$ cat config.mk
export PLATFORM = sky130hd
export DESIGN_NAME = afe_switch_ctrl
export DESIGN_NICKNAME = d
export VERILOG_FILES = /design/src/hw/afe_switch_pkg.sv /design/src/hw/afe_switch_ctrl.sv /design/src/hw/afe_switch_decode.sv
export SDC_FILE = /design/constraint.sdc
export NUM_CORES = 1
export LEC_CHECK = 0
export BUFFER_PORTS_ARGS = -buffer_cell sky130_fd_sc_hd__buf_2
export CELL_PAD_IN_SITES_DETAIL_PLACEMENT = 2
export CELL_PAD_IN_SITES_GLOBAL_PLACEMENT = 2
export CORE_ASPECT_RATIO = 2
export CORE_MARGIN = 2
export CORE_UTILIZATION = 24
export DETAILED_ROUTE_END_ITERATION = 16
export PLACE_DENSITY = 0.72
export SETUP_SLACK_MARGIN = 0.3
export SLEW_MARGIN = 0
export SYNTH_ARGS = -nofsm -noshare
export SYNTH_HDL_FRONTEND = slang
export SYNTH_SLANG_ARGS = --single-unit
$ cat constraint.sdc
create_clock -name CLK -period 1.7 [get_ports CLK]
set_input_delay 0 -clock CLK [delete_from_list [all_inputs] [get_ports CLK]]
set_output_delay 0 -clock CLK [all_outputs]
set_load 0.01 [all_outputs]
$ cat src/hw/afe_switch_pkg.sv
package afe_switch_pkg;

    localparam int AXI_ADDR_W = 8;
    localparam int CH_NUM = 4;
    localparam int CH_SEL_W = 2;

    // Register byte offsets
    localparam logic [7:0] CTRL_OFFSET = 8'h00;
    localparam logic [7:0] STATUS_OFFSET = 8'h04;

    // Control register fields
    localparam int CTRL_EXC_BIT = 0;
    localparam int CTRL_SHS_BIT = 1;
    localparam int CTRL_MID_BIT = 2;
    localparam int CTRL_DIR_BIT = 3;
    localparam int CTRL_W = 4;
    localparam logic [3:0] CTRL_RESET = 4'h0;

    // Status register fields
    localparam int STAT_GND_LSB = 0;
    localparam int STAT_SAMPLE_LSB = 4;
    localparam int STAT_ROUTE_LSB = 8;
    localparam int STAT_DIRECT_LSB = 12;
    localparam int STAT_DAMP_LSB = 16;
    localparam int STAT_COM_MID_BIT = 20;
    localparam int STAT_COM_GND_BIT = 21;
    localparam int STAT_MID_ON_BIT = 22;
    localparam int STAT_SETTLED_BIT = 23;
    localparam int STAT_MODE_LSB = 24;

    localparam logic [1:0] RESP_OKAY = 2'h0;
    localparam logic [1:0] RESP_SLVERR = 2'h2;

    // Mid-voltage settling
    localparam int CLK_HZ = 20000000;
    localparam int MID_SETTLE_US = 6000;
    localparam int MID_SETTLE_CYCLES = MID_SETTLE_US * (CLK_HZ / 1000000);

    typedef enum logic [1:0]
    {
        MODE_OFF = 2'b00,
        MODE_EXCITE = 2'b01,
        MODE_SAMPLE = 2'b10,
        MODE_DIRECT = 2'b11
    } afe_mode_type;

    function automatic logic [CH_NUM-1:0] ch_onehot(input logic [CH_SEL_W-1:0] sel);
        ch_onehot = 4'h1 << sel;
    endfunction

endpackage

$ cat src/hw/afe_switch_ctrl.sv
// Functional notes
// - Excitation on and sample-hold off: excitation path live, sampling switches open.
// - Excite strobe high in excitation: selected channel grounded, common to mid-voltage.
// - Excitation happens only while the oscillator-release strobe is high.
// - Only the selected channel is grounded and routed; damping and sampling switches act on all channels.
// - Excite strobe low releases the selected channel from ground.
// - Mid-voltage generator on when its enable bit is one, unless sample-hold is set and excitation is clear.
// - Sample-hold mode: sampling enabled, excitation and mid-voltage generator off.
// - Sample mode, excite high: common grounded, all sampling switches closed.
// - Sample mode, excite low: all sampling switches open, common released.
// - Held channels reach the comparator one at a time by channel select.
// - Direct-input bit routes the direct pins to the comparator instead.
// - Direct-input bit overrides; otherwise exactly one of the excitation and sample-hold bits picks the path, else off.
`timescale 1ns/1ps
module afe_switch_ctrl
    import afe_switch_pkg::*;
#(
    parameter int SETTLE_CYCLES = MID_SETTLE_CYCLES
)
(
    input wire logic CLK, // 20 MHz clock
    input wire logic SYS_RST, // Synchronous reset, active high
    input wire logic [AXI_ADDR_W-1:0] S_AXI_AWADDR, // Write address
    input wire logic S_AXI_AWVALID, // Write address valid
    output logic S_AXI_AWREADY, // Write address ready
    input wire logic [31:0] S_AXI_WDATA, // Write data
    input wire logic [3:0] S_AXI_WSTRB, // Write byte strobes
    input wire logic S_AXI_WVALID, // Write data valid
    output logic S_AXI_WREADY, // Write data ready
    output logic [1:0] S_AXI_BRESP, // Write response
    output logic S_AXI_BVALID, // Write response valid
    input wire logic S_AXI_BREADY, // Write response ready
    input wire logic [AXI_ADDR_W-1:0] S_AXI_ARADDR, // Read address
    input wire logic S_AXI_ARVALID, // Read address valid
    output logic S_AXI_ARREADY, // Read address ready
    output logic [31:0] S_AXI_RDATA, // Read data
    output logic [1:0] S_AXI_RRESP, // Read response
    output logic S_AXI_RVALID, // Read data valid
    input wire logic S_AXI_RREADY, // Read data ready
    input wire logic EXCITE_STROBE, // Excite / sample strobe
    input wire logic OSCILLATOR_RELEASE_STROBE, // Sensors free to oscillate
    input wire logic [CH_SEL_W-1:0] CHANNEL_SELECT_STROBE, // Channel number
    output logic [CH_NUM-1:0] CH_TO_GROUND, // Channel input to analog ground
    output logic [CH_NUM-1:0] CH_DAMP, // Channel shorted for damping
    output logic [CH_NUM-1:0] SAMPLE_CLOSE, // Sampling switches closed
    output logic [CH_NUM-1:0] CH_TO_COMPARATOR, // Sensor channel to comparator
    output logic [CH_NUM-1:0] DIRECT_TO_COMPARATOR, // Direct input to comparator
    output logic COM_TO_MID, // Common return to mid-voltage source
    output logic COM_TO_GROUND, // Common return to analog ground
    output logic MID_VOLTAGE_ON // Mid-voltage generator on
);

    localparam int CNT_W = $clog2(SETTLE_CYCLES + 1);

    function automatic logic addr_is(input logic [AXI_ADDR_W-1:0] addr,
                                     input logic [7:0] offset);
        addr_is = (addr[AXI_ADDR_W-1:2] == offset[AXI_ADDR_W-1:2]);
    endfunction

    logic [CTRL_W-1:0] ctrl_q;
    logic aw_held_q;
    logic w_held_q;
    logic [AXI_ADDR_W-1:0] awaddr_q;
    logic [31:0] wdata_q;
    logic [3:0] wstrb_q;
    logic awready_q;
    logic wready_q;
    logic bvalid_q;
    logic [1:0] bresp_q;
    logic arready_q;
    logic rvalid_q;
    logic [31:0] rdata_q;
    logic [1:0] rresp_q;
    logic wr_go;
    logic [31:0] status_word;

    afe_mode_type mode_c;
    logic [CH_NUM-1:0] ground_c;
    logic [CH_NUM-1:0] damp_c;
    logic [CH_NUM-1:0] sample_c;
    logic [CH_NUM-1:0] route_c;
    logic [CH_NUM-1:0] direct_c;
    logic com_mid_c;
    logic com_gnd_c;
    logic mid_on_c;

    afe_mode_type mode_q;
    logic [CH_NUM-1:0] ground_q;
    logic [CH_NUM-1:0] damp_q;
    logic [CH_NUM-1:0] sample_q;
    logic [CH_NUM-1:0] route_q;
    logic [CH_NUM-1:0] direct_q;
    logic com_mid_q;
    logic com_gnd_q;
    logic mid_on_q;
    logic [CNT_W-1:0] settle_cnt_q;
    logic settled_q;

    // Strobes come from the sequencer on this clock, so they are not synchronised
    afe_switch_decode u_decode
    (
        .excitation_enable(ctrl_q[CTRL_EXC_BIT]),
        .sample_hold_select(ctrl_q[CTRL_SHS_BIT]),
        .mid_voltage_enable(ctrl_q[CTRL_MID_BIT]),
        .direct_input_select(ctrl_q[CTRL_DIR_BIT]),
        .excite_strobe(EXCITE_STROBE),
        .oscillator_release_strobe(OSCILLATOR_RELEASE_STROBE),
        .channel_select_strobe(CHANNEL_SELECT_STROBE),
        .mode(mode_c),
        .ch_ground(ground_c),
        .ch_damp(damp_c),
        .sample_close(sample_c),
        .ch_route(route_c),
        .direct_route(direct_c),
        .com_to_mid(com_mid_c),
        .com_to_ground(com_gnd_c),
        .mid_on(mid_on_c)
    );

    // Switch drives are registered so no decode glitch reaches the analog side
    always_ff @(posedge CLK)
    begin
        if (SYS_RST)
        begin
            mode_q <= MODE_OFF;
            ground_q <= '0;
            damp_q <= '0;
            sample_q <= '0;
            route_q <= '0;
            direct_q <= '0;
            com_mid_q <= 1'b0;
            com_gnd_q <= 1'b0;
            mid_on_q <= 1'b0;
        end
        else
        begin
            mode_q <= mode_c;
            ground_q <= ground_c;
            damp_q <= damp_c;
            sample_q <= sample_c;
            route_q <= route_c;
            direct_q <= direct_c;
            com_mid_q <= com_mid_c;
            com_gnd_q <= com_gnd_c;
            mid_on_q <= mid_on_c;
        end
    end

    // Settling timer only reports; switching does not wait for it
    always_ff @(posedge CLK)
    begin
        if (SYS_RST || !mid_on_q)
        begin
            settle_cnt_q <= '0;
            settled_q <= 1'b0;
        end
        else if (settle_cnt_q != CNT_W'(SETTLE_CYCLES))
        begin
            settle_cnt_q <= settle_cnt_q + 1'b1;
            settled_q <= 1'b0;
        end
        else
        begin
            settled_q <= 1'b1;
        end
    end

    assign wr_go = aw_held_q && w_held_q && !bvalid_q;

    // Write address and data may arrive in either order
    always_ff @(posedge CLK)
    begin
        if (SYS_RST)
        begin
            aw_held_q <= 1'b0;
            awaddr_q <= '0;
            awready_q <= 1'b1;
        end
        else if (S_AXI_AWVALID && awready_q)
        begin
            aw_held_q <= 1'b1;
            awaddr_q <= S_AXI_AWADDR;
            awready_q <= 1'b0;
        end
        else if (wr_go)
            aw_held_q <= 1'b0;
        else if (bvalid_q && S_AXI_BREADY)
            awready_q <= 1'b1;
    end

    always_ff @(posedge CLK)
    begin
        if (SYS_RST)
        begin
            w_held_q <= 1'b0;
            wdata_q <= '0;
            wstrb_q <= '0;
            wready_q <= 1'b1;
        end
        else if (S_AXI_WVALID && wready_q)
        begin
            w_held_q <= 1'b1;
            wdata_q <= S_AXI_WDATA;
            wstrb_q <= S_AXI_WSTRB;
            wready_q <= 1'b0;
        end
        else if (wr_go)
            w_held_q <= 1'b0;
        else if (bvalid_q && S_AXI_BREADY)
            wready_q <= 1'b1;
    end

    always_ff @(posedge CLK)
    begin
        if (SYS_RST)
        begin
            bvalid_q <= 1'b0;
            bresp_q <= RESP_OKAY;
        end
        else if (wr_go)
        begin
            bvalid_q <= 1'b1;
            if (addr_is(awaddr_q, CTRL_OFFSET) || addr_is(awaddr_q, STATUS_OFFSET))
                bresp_q <= RESP_OKAY;
            else
                bresp_q <= RESP_SLVERR;
        end
        else if (bvalid_q && S_AXI_BREADY)
            bvalid_q <= 1'b0;
    end

    // Only the low byte holds control bits; status writes are ignored
    always_ff @(posedge CLK)
    begin
        if (SYS_RST)
            ctrl_q <= CTRL_RESET;
        else if (wr_go && addr_is(awaddr_q, CTRL_OFFSET) && wstrb_q[0])
            ctrl_q <= wdata_q[CTRL_W-1:0];
    end

    always_comb
    begin
        status_word = '0;
        status_word[STAT_GND_LSB +: CH_NUM] = ground_q;
        status_word[STAT_SAMPLE_LSB +: CH_NUM] = sample_q;
        status_word[STAT_ROUTE_LSB +: CH_NUM] = route_q;
        status_word[STAT_DIRECT_LSB +: CH_NUM] = direct_q;
        status_word[STAT_DAMP_LSB +: CH_NUM] = damp_q;
        status_word[STAT_COM_MID_BIT] = com_mid_q;
        status_word[STAT_COM_GND_BIT] = com_gnd_q;
        status_word[STAT_MID_ON_BIT] = mid_on_q;
        status_word[STAT_SETTLED_BIT] = settled_q;
        status_word[STAT_MODE_LSB +: 2] = mode_q;
    end

    always_ff @(posedge CLK)
    begin
        if (SYS_RST)
        begin
            arready_q <= 1'b1;
            rvalid_q <= 1'b0;
            rdata_q <= '0;
            rresp_q <= RESP_OKAY;
        end
        else if (S_AXI_ARVALID && arready_q)
        begin
            arready_q <= 1'b0;
            rvalid_q <= 1'b1;
            rresp_q <= RESP_OKAY;
            if (addr_is(S_AXI_ARADDR, CTRL_OFFSET))
                rdata_q <= {{(32 - CTRL_W){1'b0}}, ctrl_q};
            else if (addr_is(S_AXI_ARADDR, STATUS_OFFSET))
                rdata_q <= status_word;
            else
            begin
                rdata_q <= '0;
                rresp_q <= RESP_SLVERR;
            end
        end
        else if (rvalid_q && S_AXI_RREADY)
        begin
            rvalid_q <= 1'b0;
            arready_q <= 1'b1;
        end
    end

    assign S_AXI_AWREADY = awready_q;
    assign S_AXI_WREADY = wready_q;
    assign S_AXI_BVALID = bvalid_q;
    assign S_AXI_BRESP = bresp_q;
    assign S_AXI_ARREADY = arready_q;
    assign S_AXI_RVALID = rvalid_q;
    assign S_AXI_RDATA = rdata_q;
    assign S_AXI_RRESP = rresp_q;
    assign CH_TO_GROUND = ground_q;
    assign CH_DAMP = damp_q;
    assign SAMPLE_CLOSE = sample_q;
    assign CH_TO_COMPARATOR = route_q;
    assign DIRECT_TO_COMPARATOR = direct_q;
    assign COM_TO_MID = com_mid_q;
    assign COM_TO_GROUND = com_gnd_q;
    assign MID_VOLTAGE_ON = mid_on_q;

    // Configuration views for the checks, taken straight from the bits
    logic exc_cfg;
    logic smp_cfg;
    logic dir_cfg;
    logic undef_cfg;
    assign dir_cfg = ctrl_q[CTRL_DIR_BIT];
    assign exc_cfg = !dir_cfg && ctrl_q[CTRL_EXC_BIT] && !ctrl_q[CTRL_SHS_BIT];
    assign smp_cfg = !dir_cfg && ctrl_q[CTRL_SHS_BIT] && !ctrl_q[CTRL_EXC_BIT];
    assign undef_cfg = !dir_cfg && ctrl_q[CTRL_SHS_BIT] && ctrl_q[CTRL_EXC_BIT];
endmodule

$ cat src/hw/afe_switch_decode.sv
`timescale 1ns/1ps
module afe_switch_decode
    import afe_switch_pkg::*;
(
    input wire logic excitation_enable, // Excitation path configured
    input wire logic sample_hold_select, // Sample-and-hold path configured
    input wire logic mid_voltage_enable, // Mid-voltage generator requested
    input wire logic direct_input_select, // Direct inputs to comparator
    input wire logic excite_strobe, // Excite / sample strobe
    input wire logic oscillator_release_strobe, // High lets sensors run
    input wire logic [CH_SEL_W-1:0] channel_select_strobe, // Channel number
    output afe_mode_type mode, // Active path
    output logic [CH_NUM-1:0] ch_ground, // Channel input to analog ground
    output logic [CH_NUM-1:0] ch_damp, // Channel shorted for damping
    output logic [CH_NUM-1:0] sample_close, // Sampling switches
    output logic [CH_NUM-1:0] ch_route, // Held/sensed channel to comparator
    output logic [CH_NUM-1:0] direct_route, // Direct input to comparator
    output logic com_to_mid, // Common return to mid-voltage source
    output logic com_to_ground, // Common return to analog ground
    output logic mid_on // Mid-voltage generator on
);

    logic [CH_NUM-1:0] sel;
    logic exc_m;
    logic smp_m;
    logic drive;

    always_comb
    begin
        if (direct_input_select)
            mode = MODE_DIRECT;
        else if (excitation_enable && !sample_hold_select)
            mode = MODE_EXCITE;
        else if (sample_hold_select && !excitation_enable)
            mode = MODE_SAMPLE;
        else
            mode = MODE_OFF;
    end

    assign sel = ch_onehot(channel_select_strobe);
    assign exc_m = (mode == MODE_EXCITE);
    assign smp_m = (mode == MODE_SAMPLE);
    // Excitation needs both strobes; a falling excite frees the sensor
    assign drive = exc_m && excite_strobe && oscillator_release_strobe;

    assign com_to_mid = drive;
    assign com_to_ground = smp_m && excite_strobe;
    // Sample mode turns the generator off whatever software asked
    assign mid_on = mid_voltage_enable && !(sample_hold_select && !excitation_enable);

    genvar i;
    generate
        for (i = 0; i < CH_NUM; i++)
        begin : g_ch
            assign ch_ground[i] = drive && sel[i];
            // In excitation mode a low release strobe shorts every LC sensor between measurements
            assign ch_damp[i] = exc_m && !oscillator_release_strobe;
            assign sample_close[i] = smp_m && excite_strobe;
            assign ch_route[i] = (exc_m || smp_m) && sel[i];
            assign direct_route[i] = (mode == MODE_DIRECT) && sel[i];
        end
    endgenerate

endmodule

* Word-level counts from Yosys, hierarchy flattened *
Index checks and enable logic that the tools add are counted.

word-level totals
  flip-flop bits (word level) = 97
  output and inout port bits = 64
  word-level logic and storage cells = 104
  input bits = 63

operators by class
  add/sub/neg operators = 1
  equal/unequal tests = 8
  muxes and demuxes = 22
  shifts and indexed selects = 1
  reductions and logical operators = 47

operator list
  operator                                                                  count
  26-bit two-way mux                                                        2
  1-bit logical AND                                                         28
  17-bit by 1-bit adder with 17-bit output (second input constant)          1
  17-bit inequality test (second input constant)                            1
  1-bit two-way mux                                                         14
  6-bit by 1-bit equality test with 1-bit output (second input constant)    2
  6-bit logical NOT                                                         2
  2-bit two-way mux                                                         6
  2-bit nonzero test                                                        6
  1-bit logical NOT                                                         6
  2-bit equality test (second input constant)                               2
  2-bit by 1-bit inequality test with 1-bit output (second input constant)  2
  2-bit AND reduction                                                       2
  1-bit by 2-bit << shifter with 4-bit output (first input constant)        1
  1-bit logical OR                                                          3
  2-bit by 1-bit equality test with 1-bit output (second input constant)    1

* Depth between registers and ports, before layout *
  depth in word-level cells = 9
  depth in mapped cells = 7

* By module *
Synthesis repeated with hierarchy kept, for this count alone.

unflattened totals
  cell total of the unflattened synthesis = 411
  area total of the unflattened synthesis = 3,733.6 um^2

modules (own cells, without submodules)
  module             times used  area each (um^2)  sequential area each (um^2)  cells each
  afe_switch_ctrl    1           3,487.1           1,861.8                      377
  afe_switch_decode  1           246.5             0.0                          34

* Least setup slack after synthesis *
Ideal clock, no wire load.

  path kind = register to register
  start = register awaddr_q[4]
  end = register ctrl_q[0]
  data required time = 1.572 ns
  buffers on the path = 0
  arrival = 1.442 ns
  setup slack = 0.130 ns
  library setup time = 0.128 ns
  cell stages (with the launch flop) = 5
  cell sequence = dfxtp_1 > or4_4 > nor4_4 > mux2i_1 > nor2_1

between the ends
  word-level cells in the longest chain between the ends = 3

ends and longest elaborated chain
  what                            RTL line                text
  start, declared                 afe_switch_ctrl.sv:63   logic [AXI_ADDR_W-1:0] awaddr_q;
  start signal, assigned          afe_switch_ctrl.sv:176  awaddr_q <= '0;
  start signal, assigned          afe_switch_ctrl.sv:182  awaddr_q <= S_AXI_AWADDR;
  6-bit logical NOT               afe_switch_ctrl.sv:57   addr_is = (addr[AXI_ADDR_W-1:2] == offset[AXI_ADDR_W-1:2]);
  1-bit logical AND (2 in a row)  afe_switch_ctrl.sv:237  else if (wr_go && addr_is(awaddr_q, CTRL_OFFSET) && wstrb_q[0])
  end signal, assigned            afe_switch_ctrl.sv:238  ctrl_q <= wdata_q[CTRL_W-1:0];
  end, declared                   afe_switch_ctrl.sv:60   logic [CTRL_W-1:0] ctrl_q;

No other way between the ends.
A chain may end at the register's enable or synchronous reset.

* Worst setup path after layout *
  start = register awaddr_q[7]
  end = register ctrl_q[3]

Same word-level chain as after synthesis.

==> flow_summary.ini <==
[synth]
ys_ff_latch = 79
syn-cell-area_um2 = 3190
yosys.area.top_type_share_pct = 49.5
synth_top_cell_by_area = dfxtp_1
synthTopCellsByCount = 79 x dfxtp_1, 40 x a21oi_1, 40 x nand2_1
synth-edff-count = 0
synth_area_per_cell_um2 = 8.80
yosysMostFrequentCell = dfxtp_1
yosysUniqueCellTypes = 39
syn_inst = 363
synthTopCellsByArea = dfxtp_1 50%, a21oi_1 6.3%, buf_4 5.2%
synth-main-ff-cell = dfxtp_1
async_flop_share_pct = 0
ys_warn_count = 0
ys_seq_area_share_pct = 49.5

[floorplan]
die_y_um = 167
initial_core_util_pct = 24.6
die_area_um2 = 14300
core_area_um2 = 13000
die_x_um = 85.6
top_level_ports = 127
row_count = 59

[cts]
path_clk_slew_ns = 0.06
cts.sink_count = 79
cts_buffer_depth = 2
cts_tree = yes
clkLatencyLatePin_ns = 0.33
cts-root-buf = clkbuf_16
cts_inserted_buffers = 9
htreeDepth = 3

[global_routing]
gr-total-overflow = 0
met3_usage_pct = 2.81
grt.busiest_layer = met2
met2_usage_pct = 30.8
grtUsageTotal_pct = 14.8
met1_usage_pct = 13.1
grt_pass1_wl_um = 16700
antenna_found_initial = 0
grt_pass1_vias = 3343
grt_max_degree = 37

[sta]
worst_slack_ns = 0.133
final_max_slew_viol_count = 0
final.setup.tns_ns = 0
period_needed_ns = 1.57
hold_viol_final = 0
rsz0062_at_grt = true
fin_crit_sh_pct = 92.2
finalSetupViolCount = 0
max_freq_ghz = 0.638
clock_skew_ns = 0.00570

[worst_setup_path]
crit_arrival_ns = 1.77
worstPathMaxFanout = 4
cp.required_ns = 1.91
start_kind = flip-flop
crit_slowest_cell = or4_4
crit_chain = or4_4 > nor4_4 > buf_4 > mux2i_1 > nor2_1
endpoint_kind = flip-flop
worstSetupPathType = reg -> reg
max_stage_delay_ns = 0.55

[drt]
vias_per_cell = 4.78
drt_iter0_drc = 69
first_pass_iters = 4
wl_per_cell_um = 16.7
ant_nets = 0
dr_total_vias = 3030
route.final.wire_length_um = 10600
drcViolationCount = 0

[placement]
postPlaceCellArea_um2 = 3700
numPortBuffers = 83
pre_cts_slack_ns = 0.0662
place_congestion = 0.772
hpwl_um = 7230

[final_layout]
ff_latch_area_um2 = 1620
drive_above_1_share_pct = 35.9
final_util_pct = 34.8
multi_input_area_um2 = 1510
num_antenna_cells = 0
finish.instance_area_um2 = 4520
area_growth_pct = 41.5
fillers = 1465
nets = 545

[pwr]
ir_drop_uv = 531
p_per_area_nw_per_um2 = 883
p_leak_uw = 0.00183

[worst_hold_path]
min_path_type = in -> reg

[run]
cap_violations = 0

[status]
status = finished, final reports clean
==> cells in the final DEF (no fill, tap or decap), types with 5 or more instances in the layout <==
cell,synthesis,routed
buf_2,2,83
dfxtp_1,79,65
nand2_1,40,39
a21oi_1,40,37
nor2_1,32,30
buf_4,22,27
dlygate4sd3_1,0,23
nand4_1,21,21
nand3_1,19,19
xnor2_1,10,10
inv_1,11,9
clkbuf_16,0,9
nor3_1,12,8
conb_1,1,8
dfxtp_4,0,8
nand2b_1,7,7
dfxtp_2,0,6
o21ai_0,5,5
mux2i_1,5,5
==> kinds of logic after synthesis <==
kind of cell             count (synthesis)  share of synthesized area, %
buffers and inverters                   50                          8.54
AO/OA/AOI/OAI                           52                          8.70
multiplexers                             8                          2.63
XOR/XNOR                                12                          3.29
AND/OR/NAND/NOR                        156                          25.2
flip-flops                              79                          49.5
adder cells (fa/ha/maj)                  5                          1.96
other                                    1                         0.117
==> where the power goes <==
group          internal, uW  total [uW]  switching (uW)  leakage (uW)
clock network          1070        1830             762      0.000146
logic                   112         258             146       0.00103
registers              1870        1900            29.4      0.000648
==> layer usage <==
| metal | wire length [um] | vias up |
|---|---|---|
| li1 | - | 1448 |
| met1 | 3560 | 1501 |
| met2 | 6460 | 64 |
| met3 | 347 | 17 |
| met4 | 241 | 0 |
| met5 | 0 | - |
==> repair_timing <==
| action | in CTS | in global routing |
|---|---|---|
| setup endpoints to repair | 21 | 33 |
| gates resized for setup | 10 | 28 |
| pin swaps | 3 | 14 |
| hold endpoints to repair | 20 | 0 |
| setup buffers | 11 | 10 |
| hold buffers | 23 | 0 |
==> area by class of cell <==
class | instances | share of cell area, %
flip-flops and latches | 79 | 35.8
multi-input cells | 241 | 33.5
repair buffers | 135 | 19.3
clock buffers | 11 | 5.59
well taps | 152 | 4.21
inverters | 11 | 0.969
clock inverters | 5 | 0.665
==> sequential cells by signal (all words and copies together) (netlist names) <==
register / cells
CH_DAMP: 1
mode_q: 2
awaddr_q: 6
wstrb_q: 1
ctrl_q: 4
CH_TO_COMPARATOR: 4
wdata_q: 4
MID_VOLTAGE_ON: 1
CH_TO_GROUND: 4
S_AXI_RVALID: 1
DIRECT_TO_COMPARATOR: 4
w_held_q: 1
S_AXI_ARREADY: 1
COM_TO_MID: 1
S_AXI_RDATA: 19
COM_TO_GROUND: 1
settle_cnt_q: 17
S_AXI_BRESP: 1
settled_q: 1
aw_held_q: 1
S_AXI_RRESP: 1
S_AXI_WREADY: 1
S_AXI_BVALID: 1
S_AXI_AWREADY: 1
==> through the flow <==
stage          std cells  hold slack [ns]  power [uW]
5_1_grt              634           0.0218        4160
3_5_place_dp         574            0.190        2160
6_report             634           0.0240        3990
2_1_floorplan        370           0.0761        2080
4_1_cts              624           0.0202        4040
3_3_place_gp         574            0.191        2150
==> worst max-delay path: cells and delay by family, from the launching register on <==
kind / cells / cell delay (ns)
buffers and inverters: 1 / 0.18
flip-flops: 1 / 0.32
multiplexers: 1 / 0.19
AND/OR/NAND/NOR: 3 / 0.74
==> path summary, 6_finish.rpt <==
check / startpoint / endpoint / slack, ns / cells past startpoint
min reg2reg: S_AXI_RDATA[11] / S_AXI_RDATA[11] / 0.46 / 2
max reg2reg: awaddr_q[7] / ctrl_q[3] / 0.13 / 5
max: awaddr_q[7] / ctrl_q[3] / 0.13 / 5
min: S_AXI_WVALID / wdata_q[1] / 0.02 / 3
Note: power is estimated with default switching activity, not from simulation.
